## config.mk

```make
export PLATFORM = sky130hd
export DESIGN_NAME = cam_config_regs
export DESIGN_NICKNAME = d
export VERILOG_FILES = /design/src/cam_regs_pkg.sv /design/src/cam_config_regs.sv /design/src/regmap_store.sv
export SDC_FILE = /design/constraint.sdc
export NUM_CORES = 2
export LEC_CHECK = 0
export BUFFER_PORTS_ARGS = -buffer_cell sky130_fd_sc_hd__buf_2
export CORE_MARGIN = 4
export CORE_UTILIZATION = 30
export CTS_CLUSTER_SIZE = 25
export DETAILED_ROUTE_END_ITERATION = 7
export GPL_TIMING_DRIVEN = 0
export PLACE_DENSITY = 0.6
export SYNTH_ARGS = -nofsm -noshare
export SYNTH_HDL_FRONTEND = slang
export SYNTH_SLANG_ARGS = --single-unit
```

## constraint.sdc

```tcl
create_clock -name clk_sys -period 4 [get_ports clk_sys]
set_input_delay 0.4 -clock clk_sys [delete_from_list [all_inputs] [get_ports clk_sys]]
set_output_delay 0.4 -clock clk_sys [all_outputs]
set_load 0.05 [all_outputs]
```

## src/cam_regs_pkg.sv

```systemverilog
// Package of register offsets, field positions, reset values and commands of the
// camera configuration and status register block.
// Assumes a 16-bit register word as seen by the control interface.
package cam_regs_pkg;
   localparam int REG_W = 16;
   localparam int STORE_AW = 5;

   // Register addresses on the control interface.
   localparam logic [15:0] ADDR_OPCTL = 16'h0001;
   localparam logic [15:0] ADDR_STATUS = 16'h0003;
   localparam logic [15:0] ADDR_READY = 16'h0010;
   localparam logic [15:0] ADDR_CMD = 16'h0011;
   localparam logic [15:0] ADDR_ATTEMPT = 16'h0012;
   localparam logic [15:0] ADDR_CAL_A = 16'h0013;
   localparam logic [15:0] ADDR_CAL_B = 16'h0014;
   localparam logic [15:0] ADDR_LAMP1 = 16'h0015;
   localparam logic [15:0] ADDR_LAMP2 = 16'h0016;
   localparam logic [15:0] CFG_BASE = 16'h0100;

   // Saved configuration words, at CFG_BASE plus index.
   localparam int CFG_COUNT = 16;
   localparam logic [3:0] CFG_COLOUR = 4'h0;
   localparam logic [3:0] CFG_DIP_LO = 4'h1;
   localparam logic [3:0] CFG_DIP_HI = 4'h2;
   localparam logic [3:0] CFG_DPORT = 4'h3;
   localparam logic [3:0] CFG_AUTO = 4'h4;
   localparam logic [3:0] CFG_EXP = 4'h5;
   localparam logic [3:0] CFG_GAIN = 4'h6;
   localparam logic [3:0] CFG_STN0 = 4'h7;
   localparam logic [3:0] CFG_STN1 = 4'h8;
   localparam logic [3:0] CFG_STN2 = 4'h9;
   localparam logic [3:0] CFG_IP_LO = 4'hA;
   localparam logic [3:0] CFG_IP_HI = 4'hB;
   localparam logic [3:0] CFG_MASK_LO = 4'hC;
   localparam logic [3:0] CFG_MASK_HI = 4'hD;
   localparam logic [3:0] CFG_GW_LO = 4'hE;
   localparam logic [3:0] CFG_GW_HI = 4'hF;

   // Field positions.
   localparam int COLOUR_EN_BIT = 2;
   localparam int AUTO_AEG_BIT = 0;
   localparam int AUTO_AWB_BIT = 1;
   localparam int OP_VIDEO_BIT = 0;
   localparam int OP_TRIG_BIT = 4;
   localparam int OP_CLR_BIT = 6;
   localparam int OP_SNAP_BIT = 11;
   localparam int READY_BIT = 1;
   localparam int ST_LAMP_TEMP = 3;
   localparam int ST_SENS_TEMP = 4;
   localparam int ST_CAL_MISS = 5;
   localparam int ST_FACTORY = 6;
   localparam int ST_FW_REST = 8;
   localparam int ST_OVER_TEMP = 9;
   localparam int ST_LAMP_ERR = 11;
   localparam int ST_COLOUR_ERR = 13;
   localparam int ST_BOARD_TEMP = 14;
   localparam int ST_SENS_COMM = 15;

   // Reset values, masks and command codes.
   localparam logic [15:0] OPCTL_RESET = 16'h0001;
   localparam logic [15:0] STATUS_RESET = 16'h0040;
   localparam logic [15:0] AUTO_RESET = 16'h0003;
   localparam logic [15:0] STICKY_MASK = 16'h2140;
   localparam logic [15:0] CMD_SAVE = 16'h00DD;
   localparam logic [15:0] CMD_FACTORY = 16'h00FA;
   localparam logic [15:0] MAP_MARKER = 16'h5A3C;

   // Synchronised pin inputs.
   localparam int SY_LAMP_TEMP = 0;
   localparam int SY_SENS_TEMP = 1;
   localparam int SY_OVER_TEMP = 2;
   localparam int SY_LAMP_UNRD = 3;
   localparam int SY_COLOUR = 4;
   localparam int SY_BOARD = 5;
   localparam int SY_COMM = 6;
   localparam int SY_FW_REST = 7;
   localparam int SY_RUN = 8;
   localparam int SY_COUNT = 9;

   typedef enum logic [6:0] {
      ST_BOOT_CHK  = 7'b0000001,
      ST_BOOT_EVAL = 7'b0000010,
      ST_BOOT_LOAD = 7'b0000100,
      ST_BOOT_DONE = 7'b0001000,
      ST_IDLE      = 7'b0010000,
      ST_SAVE      = 7'b0100000,
      ST_WIPE      = 7'b1000000
   } seq_state_t;
endpackage : cam_regs_pkg

```

## src/cam_config_regs.sv

```systemverilog
// Configuration and status registers of the depth camera, with save and restore
// of the register map. Assumes one-cycle read and write strobes on the control
// port from same-clock logic; error inputs are asynchronous pins.
`timescale 1ns/1ps
module cam_config_regs
   import cam_regs_pkg::*;
(
   input wire logic clk_sys,                  // System clock, 250 MHz.
   input wire logic rst_n,                    // Synchronous reset, active low.
   input wire logic reg_wr,                   // Register write strobe.
   input wire logic reg_rd,                   // Register read strobe.
   input wire logic [15:0] reg_addr,          // Register address.
   input wire logic [15:0] reg_wdata,         // Register write data.
   input wire logic [47:0] otp_station_addr,  // Factory station address.
   input wire logic [15:0] boot_attempts,     // Load attempts from boot logic.
   input wire logic [15:0] exposure_live,     // Sensor's current exposure.
   input wire logic [15:0] gain_live,         // Sensor's current gain.
   input wire logic [15:0] cal_state_a,       // Missing calibration, word a.
   input wire logic [15:0] cal_state_b,       // Missing calibration, word b.
   input wire logic [15:0] lamp1_state,       // Lamp module 1 error word.
   input wire logic [15:0] lamp2_state,       // Lamp module 2 error word.
   input wire logic lamp_temp_err,            // Lamp temperature read error pin.
   input wire logic sensor_temp_err,          // Sensor module temp error pin.
   input wire logic lamp_over_temp,           // Lamp over-temperature pin.
   input wire logic lamp_unreadable,          // Lamp state unreadable pin.
   input wire logic colour_err,               // Colour stream failure pin.
   input wire logic board_temp_err,           // Board temperature error pin.
   input wire logic sensor_comm_err,          // Sensor comm or trigger error pin.
   input wire logic fw_restored,              // Boot logic restored old firmware.
   input wire logic colour_running,           // Colour sensor is operating.
   output logic [15:0] reg_rdata,             // Read data.
   output logic reg_ack,                      // Access answered, one cycle.
   output logic reg_busy,                     // Save, restore or wipe in progress.
   output logic video_mode,                   // Continuous capture mode.
   output logic manual_trigger,               // Software trigger pulse.
   output logic snapshot_trigger,             // Snapshot request pulse.
   output logic [15:0] colour_stream_config,  // Colour stream settings word.
   output logic colour_stream_en,             // Dedicated colour stream on.
   output logic [31:0] colour_dest_ip,        // Colour stream destination.
   output logic [15:0] colour_dest_port,      // Colour stream port.
   output logic aeg_enable,                   // Auto exposure and gain on.
   output logic awb_enable,                   // Auto white balance on.
   output logic [15:0] exposure_set,          // Manual exposure to the sensor.
   output logic [15:0] gain_set,              // Manual gain to the sensor.
   output logic [47:0] station_addr,          // Station address in use.
   output logic [31:0] ip_addr,               // Applied IP address.
   output logic [31:0] subnet_mask,           // Applied subnet mask.
   output logic [31:0] gateway,               // Applied default gateway.
   output logic config_ready                  // All stored settings applied.
);
   function automatic logic is_cfg(input logic [15:0] a);
      return a[15:4] == CFG_BASE[15:4];
   endfunction : is_cfg

   logic [SY_COUNT-1:0] sy1_q, sy2_q;
   seq_state_t state_q, state_d;
   logic [4:0] idx_q, idx_d;
   logic [15:0] cfg_q [CFG_COUNT];
   logic [15:0] cfg_d [CFG_COUNT];
   logic [15:0] opctl_q, opctl_d, status_q, status_d, attempt_q, attempt_d;
   logic [15:0] rdata_q, rdata_d;
   logic [31:0] ip_q, ip_d, mask_q, mask_d, gw_q, gw_d;
   logic ack_q, ack_d, trig_q, trig_d, snap_q, snap_d, ready_q, ready_d;
   logic mem_we;
   logic [STORE_AW-1:0] mem_waddr, mem_raddr;
   logic [15:0] mem_wdata, mem_rdata;
   logic idle_wr, clr;
   logic [3:0] widx;

   regmap_store #(.W(REG_W), .AW(STORE_AW)) u_store (
      .clk_sys(clk_sys),
      .we(mem_we),
      .waddr(mem_waddr),
      .wdata(mem_wdata),
      .raddr(mem_raddr),
      .rdata_q(mem_rdata)
   );

   always_ff @(posedge clk_sys) begin
      if (!rst_n) begin
         sy1_q <= '0;
         sy2_q <= '0;
      end else begin
         sy1_q <= {colour_running, fw_restored, sensor_comm_err, board_temp_err, colour_err,
                   lamp_unreadable, lamp_over_temp, sensor_temp_err, lamp_temp_err};
         sy2_q <= sy1_q;
      end
   end

   assign idle_wr = reg_wr && (state_q == ST_IDLE);
   assign widx = reg_addr[3:0];
   assign clr = idle_wr && (reg_addr == ADDR_OPCTL) && reg_wdata[OP_CLR_BIT];

   always_comb begin
      state_d = state_q;
      idx_d = idx_q;
      cfg_d = cfg_q;
      opctl_d = opctl_q;
      attempt_d = attempt_q;
      ip_d = ip_q;
      mask_d = mask_q;
      gw_d = gw_q;
      ready_d = ready_q;
      trig_d = 1'b0;
      snap_d = 1'b0;
      ack_d = reg_wr || reg_rd;
      rdata_d = rdata_q;
      mem_we = 1'b0;
      mem_waddr = '0;
      mem_wdata = '0;
      mem_raddr = '0;

      // Clear first, then new events, so an event in the clearing cycle survives.
      status_d = clr ? '0 : (status_q & STICKY_MASK);
      status_d[ST_COLOUR_ERR] = status_d[ST_COLOUR_ERR] | sy2_q[SY_COLOUR];
      status_d[ST_LAMP_TEMP] = sy2_q[SY_LAMP_TEMP];
      status_d[ST_SENS_TEMP] = sy2_q[SY_SENS_TEMP];
      status_d[ST_CAL_MISS] = (|cal_state_a) | (|cal_state_b);
      status_d[ST_OVER_TEMP] = sy2_q[SY_OVER_TEMP];
      status_d[ST_LAMP_ERR] = sy2_q[SY_LAMP_UNRD] | (|lamp1_state) | (|lamp2_state);
      status_d[ST_BOARD_TEMP] = sy2_q[SY_BOARD];
      status_d[ST_SENS_COMM] = sy2_q[SY_COMM];

      if (reg_rd) begin
         if (is_cfg(reg_addr)) begin
            rdata_d = cfg_q[reg_addr[3:0]];
            if (sy2_q[SY_RUN] && (reg_addr[3:0] == CFG_EXP)) begin
               rdata_d = exposure_live;
            end else if (sy2_q[SY_RUN] && (reg_addr[3:0] == CFG_GAIN)) begin
               rdata_d = gain_live;
            end
         end else begin
            case (reg_addr)
               ADDR_OPCTL: rdata_d = opctl_q;
               ADDR_STATUS: rdata_d = status_q;
               ADDR_READY: rdata_d = 16'(ready_q) << READY_BIT;
               ADDR_ATTEMPT: rdata_d = attempt_q;
               ADDR_CAL_A: rdata_d = cal_state_a;
               ADDR_CAL_B: rdata_d = cal_state_b;
               ADDR_LAMP1: rdata_d = lamp1_state;
               ADDR_LAMP2: rdata_d = lamp2_state;
               default: rdata_d = 16'h0000;
            endcase
         end
      end

      case (state_q)
         ST_BOOT_CHK: begin
            mem_raddr = '0;
            state_d = ST_BOOT_EVAL;
         end
         ST_BOOT_EVAL: begin
            if (mem_rdata == MAP_MARKER) begin
               status_d[ST_FACTORY] = 1'b0;
               mem_raddr = STORE_AW'(1);
               idx_d = '0;
               state_d = ST_BOOT_LOAD;
            end else begin
               cfg_d[CFG_STN0] = otp_station_addr[15:0];
               cfg_d[CFG_STN1] = otp_station_addr[31:16];
               cfg_d[CFG_STN2] = otp_station_addr[47:32];
               state_d = ST_BOOT_DONE;
            end
         end
         ST_BOOT_LOAD: begin
            cfg_d[idx_q[3:0]] = mem_rdata;
            mem_raddr = STORE_AW'(idx_q + 5'h02);
            idx_d = idx_q + 5'h01;
            if (idx_q == 5'(CFG_COUNT - 1)) begin
               state_d = ST_BOOT_DONE;
            end
         end
         ST_BOOT_DONE: begin
            ip_d = {cfg_q[CFG_IP_HI], cfg_q[CFG_IP_LO]};
            mask_d = {cfg_q[CFG_MASK_HI], cfg_q[CFG_MASK_LO]};
            gw_d = {cfg_q[CFG_GW_HI], cfg_q[CFG_GW_LO]};
            attempt_d = boot_attempts;
            // The boot logic drops its flag on a normal reboot, so this sets once.
            status_d[ST_FW_REST] = status_d[ST_FW_REST] | sy2_q[SY_FW_REST];
            ready_d = 1'b1;
            state_d = ST_IDLE;
         end
         ST_SAVE: begin
            mem_we = 1'b1;
            if (idx_q == 5'(CFG_COUNT)) begin
               // The marker goes last, so a save cut short looks valid only if an earlier save left one.
               mem_waddr = '0;
               mem_wdata = MAP_MARKER;
               idx_d = '0;
               state_d = ST_IDLE;
            end else begin
               mem_waddr = STORE_AW'(idx_q + 5'h01);
               mem_wdata = cfg_q[idx_q[3:0]];
               idx_d = idx_q + 5'h01;
            end
         end
         ST_WIPE: begin
            mem_we = 1'b1;
            mem_waddr = '0;
            mem_wdata = 16'h0000;
            state_d = ST_IDLE;
         end
         ST_IDLE: begin
            if (idle_wr && (reg_addr == ADDR_OPCTL)) begin
               opctl_d = 16'(reg_wdata[OP_VIDEO_BIT]);
               trig_d = reg_wdata[OP_TRIG_BIT];
               snap_d = reg_wdata[OP_SNAP_BIT];
            end else if (idle_wr && (reg_addr == ADDR_CMD)) begin
               idx_d = '0;
               if (reg_wdata == CMD_SAVE) begin
                  state_d = ST_SAVE;
               end else if (reg_wdata == CMD_FACTORY) begin
                  state_d = ST_WIPE;
               end
            end else if (idle_wr && is_cfg(reg_addr)) begin
               cfg_d[widx] = reg_wdata;
               if ((widx == CFG_AUTO) && cfg_q[CFG_AUTO][AUTO_AEG_BIT]
                   && !reg_wdata[AUTO_AEG_BIT] && sy2_q[SY_RUN]) begin
                  cfg_d[CFG_EXP] = exposure_live;
                  cfg_d[CFG_GAIN] = gain_live;
               end
               if (widx == CFG_GW_HI) begin
                  ip_d = {cfg_q[CFG_IP_HI], cfg_q[CFG_IP_LO]};
                  mask_d = {cfg_q[CFG_MASK_HI], cfg_q[CFG_MASK_LO]};
                  gw_d = {reg_wdata, cfg_q[CFG_GW_LO]};
               end
            end
         end
         default: state_d = ST_BOOT_CHK;
      endcase
   end

   always_ff @(posedge clk_sys) begin
      if (!rst_n) begin
         state_q <= ST_BOOT_CHK;
         idx_q <= '0;
         for (int i = 0; i < CFG_COUNT; i++) begin
            cfg_q[i] <= (i == int'(CFG_AUTO)) ? AUTO_RESET : 16'h0000;
         end
         opctl_q <= OPCTL_RESET;
         status_q <= STATUS_RESET;
         attempt_q <= '0;
         ip_q <= '0;
         mask_q <= '0;
         gw_q <= '0;
         ready_q <= 1'b0;
         trig_q <= 1'b0;
         snap_q <= 1'b0;
         ack_q <= 1'b0;
         rdata_q <= '0;
      end else begin
         state_q <= state_d;
         idx_q <= idx_d;
         cfg_q <= cfg_d;
         opctl_q <= opctl_d;
         status_q <= status_d;
         attempt_q <= attempt_d;
         ip_q <= ip_d;
         mask_q <= mask_d;
         gw_q <= gw_d;
         ready_q <= ready_d;
         trig_q <= trig_d;
         snap_q <= snap_d;
         ack_q <= ack_d;
         rdata_q <= rdata_d;
      end
   end

   assign reg_rdata = rdata_q;
   assign reg_ack = ack_q;
   assign reg_busy = (state_q != ST_IDLE);
   assign video_mode = opctl_q[OP_VIDEO_BIT];
   assign manual_trigger = trig_q;
   assign snapshot_trigger = snap_q;
   assign colour_stream_config = cfg_q[CFG_COLOUR];
   assign colour_stream_en = cfg_q[CFG_COLOUR][COLOUR_EN_BIT];
   assign colour_dest_ip = {cfg_q[CFG_DIP_HI], cfg_q[CFG_DIP_LO]};
   assign colour_dest_port = cfg_q[CFG_DPORT];
   assign aeg_enable = cfg_q[CFG_AUTO][AUTO_AEG_BIT];
   assign awb_enable = cfg_q[CFG_AUTO][AUTO_AWB_BIT];
   assign exposure_set = cfg_q[CFG_EXP];
   assign gain_set = cfg_q[CFG_GAIN];
   assign station_addr = {cfg_q[CFG_STN2], cfg_q[CFG_STN1], cfg_q[CFG_STN0]};
   assign ip_addr = ip_q;
   assign subnet_mask = mask_q;
   assign gateway = gw_q;
   assign config_ready = ready_q;

   a_stream_enable: assert property (@(posedge clk_sys) disable iff (!rst_n)
      idle_wr && (reg_addr == CFG_BASE + 16'(CFG_COLOUR))
      |=> colour_stream_en == $past(reg_wdata[COLOUR_EN_BIT]))
      else $error("colour stream enable not taken from write");
   a_dest_port: assert property (@(posedge clk_sys) disable iff (!rst_n)
      idle_wr && (reg_addr == CFG_BASE + 16'(CFG_DPORT))
      |=> colour_dest_port == $past(reg_wdata))
      else $error("destination port not applied at once");
   a_ip_hold: assert property (@(posedge clk_sys) disable iff (!rst_n)
      idle_wr && (reg_addr == CFG_BASE + 16'(CFG_IP_LO)) |=> $stable(ip_addr))
      else $error("IP address applied before gateway write");
   a_ip_apply: assert property (@(posedge clk_sys) disable iff (!rst_n)
      idle_wr && (reg_addr == CFG_BASE + 16'(CFG_GW_HI))
      |=> gateway[31:16] == $past(reg_wdata)
          && ip_addr == {cfg_q[CFG_IP_HI], cfg_q[CFG_IP_LO]})
      else $error("network settings not applied on gateway write");
   a_ready_late: assert property (@(posedge clk_sys) disable iff (!rst_n)
      $rose(config_ready) |-> $past(state_q == ST_BOOT_DONE) && reg_busy == 1'b0)
      else $error("ready set before settings applied");
   a_status_clear: assert property (@(posedge clk_sys) disable iff (!rst_n)
      clr && !sy2_q[SY_COLOUR] |=> !status_q[ST_COLOUR_ERR] && !status_q[ST_FW_REST])
      else $error("status clear did not clear sticky bit");
   a_recover_sticky: assert property (@(posedge clk_sys) disable iff (!rst_n)
      status_q[ST_FW_REST] && !clr |=> status_q[ST_FW_REST])
      else $error("recovery flag dropped without clear");
   a_lamp_temp: assert property (@(posedge clk_sys) disable iff (!rst_n)
      sy2_q[SY_LAMP_TEMP] ##1 !sy2_q[SY_LAMP_TEMP] |=> !status_q[ST_LAMP_TEMP])
      else $error("lamp temperature flag did not self clear");
   a_freeze: assert property (@(posedge clk_sys) disable iff (!rst_n)
      idle_wr && (reg_addr == CFG_BASE + 16'(CFG_AUTO)) && aeg_enable
      && !reg_wdata[AUTO_AEG_BIT] && sy2_q[SY_RUN]
      |=> exposure_set == $past(exposure_live) && gain_set == $past(gain_live))
      else $error("exposure and gain not frozen on auto off");
   a_exposure_read: assert property (@(posedge clk_sys) disable iff (!rst_n)
      reg_rd && (reg_addr == CFG_BASE + 16'(CFG_EXP)) && sy2_q[SY_RUN]
      |=> reg_ack && reg_rdata == $past(exposure_live))
      else $error("exposure read did not return live value");
endmodule : cam_config_regs

```

## src/regmap_store.sv

```systemverilog
// Non-volatile image of the saved register map, one word written per cycle.
// Assumes the contents survive the block's reset; read data are registered.
`timescale 1ns/1ps
module regmap_store #(
   parameter int W = 16,
   parameter int AW = 5
) (
   input wire logic clk_sys,         // System clock.
   input wire logic we,              // Write strobe.
   input wire logic [AW-1:0] waddr,  // Write address.
   input wire logic [W-1:0] wdata,   // Write data.
   input wire logic [AW-1:0] raddr,  // Read address.
   output logic [W-1:0] rdata_q      // Read data, one cycle after raddr.
);
   logic [W-1:0] mem_q [2**AW];

   // The image has no reset because it stands for flash that outlives reboots.
   always_ff @(posedge clk_sys) begin
      if (we) begin
         mem_q[waddr] <= wdata;
      end
      rdata_q <= mem_q[raddr];
   end
endmodule : regmap_store

```

==> flow_summary.yaml <==
place:
  hpwl_um: 190000
  place.gp.congestion: 1.05
  preCtsSetupSlack_ns: -1.38
  portBuffers: 452
  place_area_sq_um: 51600
synth:
  yosys-top-cells-count: "edfxtp_1 (512), nand2_1 (458), dfxtp_1 (445), nor2_1 (393), clkbuf_1 (291)"
  synth_top_area_cell: "edfxtp_1"
  synth_area_sq_um: 46000
  syn_avg_cell_area_sq_um: 10.7
  ys_seq_area_frac: 0.528
  yosysMostFrequentCell: "edfxtp_1"
  synth_flop_cell: "edfxtp_1"
  yosys-top-cells-area: "edfxtp_1 (33%), dfxtp_1 (19%), mux4_2 (7.8%)"
  syn_nets: 4492
  synth-edff-count: 512
  ys_warn_count: 0
  synth_top_area_share: 0.334
  synth_cell_types: 67
  ys_ff_latch: 957
  synth_cells: 4281
  synthArstFlopShare: 0
status:
  status: "finished with violations"
  failed_checks: "DRC, capacitance limit, slew limit, setup timing"
timing:
  hold_violations: 0
  whs_ns: 0.0423
  tns_ns: -0.142
  setup_viol: 3
  max_freq_mhz: 245
  fin_skew_ns: 0.0872
  fin_crit_sh: 1.02
  fin_ws_ns: -0.0763
  fin_crit_ns: 4.08
  maxSlewHeadroom: -0.0516
  worst_pin_slew_ns: 1.58
  maxSlewViolCount: 107
critical_path:
  worstSetupPathType: "register to register"
  max_stage_delay_ns: 0.86
  crit_chain: "nor4_1 > and4_1 > clkbuf_1 > a21oi_1 > buf_2 > buf_2 > mux2i_1 > o22ai_1 > nor4_1 > nand2_1"
  cp-end-kind: "register"
  critPathMaxFanout: 10
  startpoint_type: "register"
  required_ns: 4.61
  slowest_stage: "dfxtp_1"
  arrival_ns: 4.69
cts:
  clock_path_buffers: 3
  cts_tree: "yes"
  cts_sinks: 957
  cts.clk_slew.worst_paths_ns: 0.06
  root_buffer: "clkbuf_16"
  cts_inserted_buffers: 101
  htree_num_levels: 3
  clock_latency_ns: 0.80
final_layout:
  syn_to_final_growth_pct: 22.4
  multi_input_area_sq_um: 19300
  finalInstanceArea_sq_um: 56300
  drive_gt1_frac: 0.238
  regArea_sq_um: 24300
  nets: 5170
  n_fill_cell: 15100
pwr:
  seq_power_share: 0.483
  p_int_mw: 16.3
  power_switching_mw: 5.44
  pwr_density_cell_nw_per_um2: 386
  clockPowerShare: 0.455
  p_sw_frac: 0.250
  total_power_mw: 21.7
  p_leak_nw: 19.6
  share_comb_of_total_power: 0.062
  ir_drop_mv: 0.328
route:
  ant_nets: 0
  drt-total-wl_um: 251000
  dr.pass1.iters: 8
  drc: 3
  viasPerCell: 6.10
  wire_per_inst_um: 35.4
  drtIter0Drc: 7165
  num_vias: 43200
floorplanning:
  ios: 470
  rows: 143
  core-area_sq_um: 152000
  start_util: 0.302
  dieArea_sq_um: 160000
  die_width_um: 400
  die_h_um: 400
global_routing:
  antenna_found_initial: 32
  gr-total-overflow: 0
  grt_max_degree: 33
  grt_pass1_vias: 39100
  grt_usage: 0.302
  grt_pass1_wl_um: 332000
job:
  maxCapViolCount: 11
hold_path:
  min_path_type: "input port to register"
==> per-stage QoR <==
stage	util	instances
after global placement	0.334	6763
final	0.370	7090
after CTS	0.368	7054
after global routing	0.370	7080
after detailed placement	0.339	6800
after floorplan	-	4281
==> critical path, delay by kind of cell, from the launching register on <==
family	cells	cell delay [ns]
compound gates	2	0.55
buf+inv	3	1.14
flops	1	0.86
mux	1	0.25
simple gates	4	1.07
==> sequential cells by signal, summed over array words and instances (netlist names), 16 cells and up <==
register,flops
u_store.rdata_q,16
cfg_q,110
gateway,32
ip_addr,32
u_store.mem_q,512
colour_stream_config,16
subnet_mask,32
reg_rdata,16
station_addr,48
colour_dest_ip,32
attempt_q,16
colour_dest_port,16
exposure_set,16
gain_set,16
==> final cells by class <==
type	instances	share of cell area
sequential	957	0.432
antenna	15	0.000667
inverter	11	0.000734
multi-input combinational	2747	0.343
clock buffer	132	0.0484
tap	2030	0.0451
buffer	564	0.0509
timing repair buffer	577	0.0673
clock inverter	57	0.0127
==> layout by cell type (no fill, tap or decap), drive strengths merged, types with 7 or more instances in the layout <==
cell	Yosys	layout
a21oi	268	268
o21ai	46	46
a41oi	12	12
mux2i	239	239
dlygate4sd3	0	59
a22oi	57	57
clkbuf	291	425
and2	35	35
and3	68	68
edfxtp	512	512
nand2b	7	7
a211oi	132	132
o21a	9	9
nor4	56	56
bufinv	0	11
o22ai	120	120
diode	0	15
clkinv	1	40
dfxtp	445	445
a221oi	37	37
o32ai	8	8
inv	10	12
a311oi	151	151
nand4	19	19
nor3	35	35
nand3	289	289
a221o	10	10
buf	275	786
nand2	458	458
or3	9	9
a31oi	53	53
mux4	160	160
nor2	393	393
==> logic make-up after synthesis <==
group,count (synthesis),share of synthesized area
flops,957,0.528
compound gates,931,0.138
simple gates,1401,0.138
buf+inv,577,0.0620
fa+ha+maj,6,0.00163
xor+xnor,9,0.00171
mux,400,0.131
==> power groups by stage <==
stage | registers, mW | logic, mW | clock network (mW)
floorplan | 10.6 | 0.677 | 0
global placement | 10.7 | 1.23 | 0
detailed placement | 10.7 | 1.24 | 0
CTS | 10.5 | 1.30 | 9.93
global route | 10.5 | 1.37 | 10.3
finish | 10.5 | 1.34 | 9.88
==> worst paths after layout <==
path	from	to	slack (ns)	depth (start not counted)
min reg2reg	sy1_q[2]$_SDFF_PN0_	sy2_q[2]$_SDFF_PN0_	0.42	1
max	u_store.rdata_q[7]$_DFF_P_	u_store.rdata_q[14]$_DFF_P_	-0.08	10
max reg2reg	u_store.rdata_q[7]$_DFF_P_	u_store.rdata_q[14]$_DFF_P_	-0.08	10
min	otp_station_addr[25]	station_addr[25]$_SDFFE_PN0P_	0.04	3
==> layer usage <==
metal,up-vias,part of all wire,global-route usage
li1,17500,-,-
met1,21500,0.39,0.403
met2,3543,0.41,0.438
met3,686,0.14,0.0999
met4,14,0.062,0.146
met5,-,0.00065,0.00400
==> what timing repair did <==
item,CTS,global route
pin swaps,4,8
buffers inserted,7,22
gates resized for setup,72,43
endpoints found under the setup margin,1095,457
hold buffers,59,0
hold endpoints to repair,57,0
No activity file was read; power rests on OpenSTA's default activity.
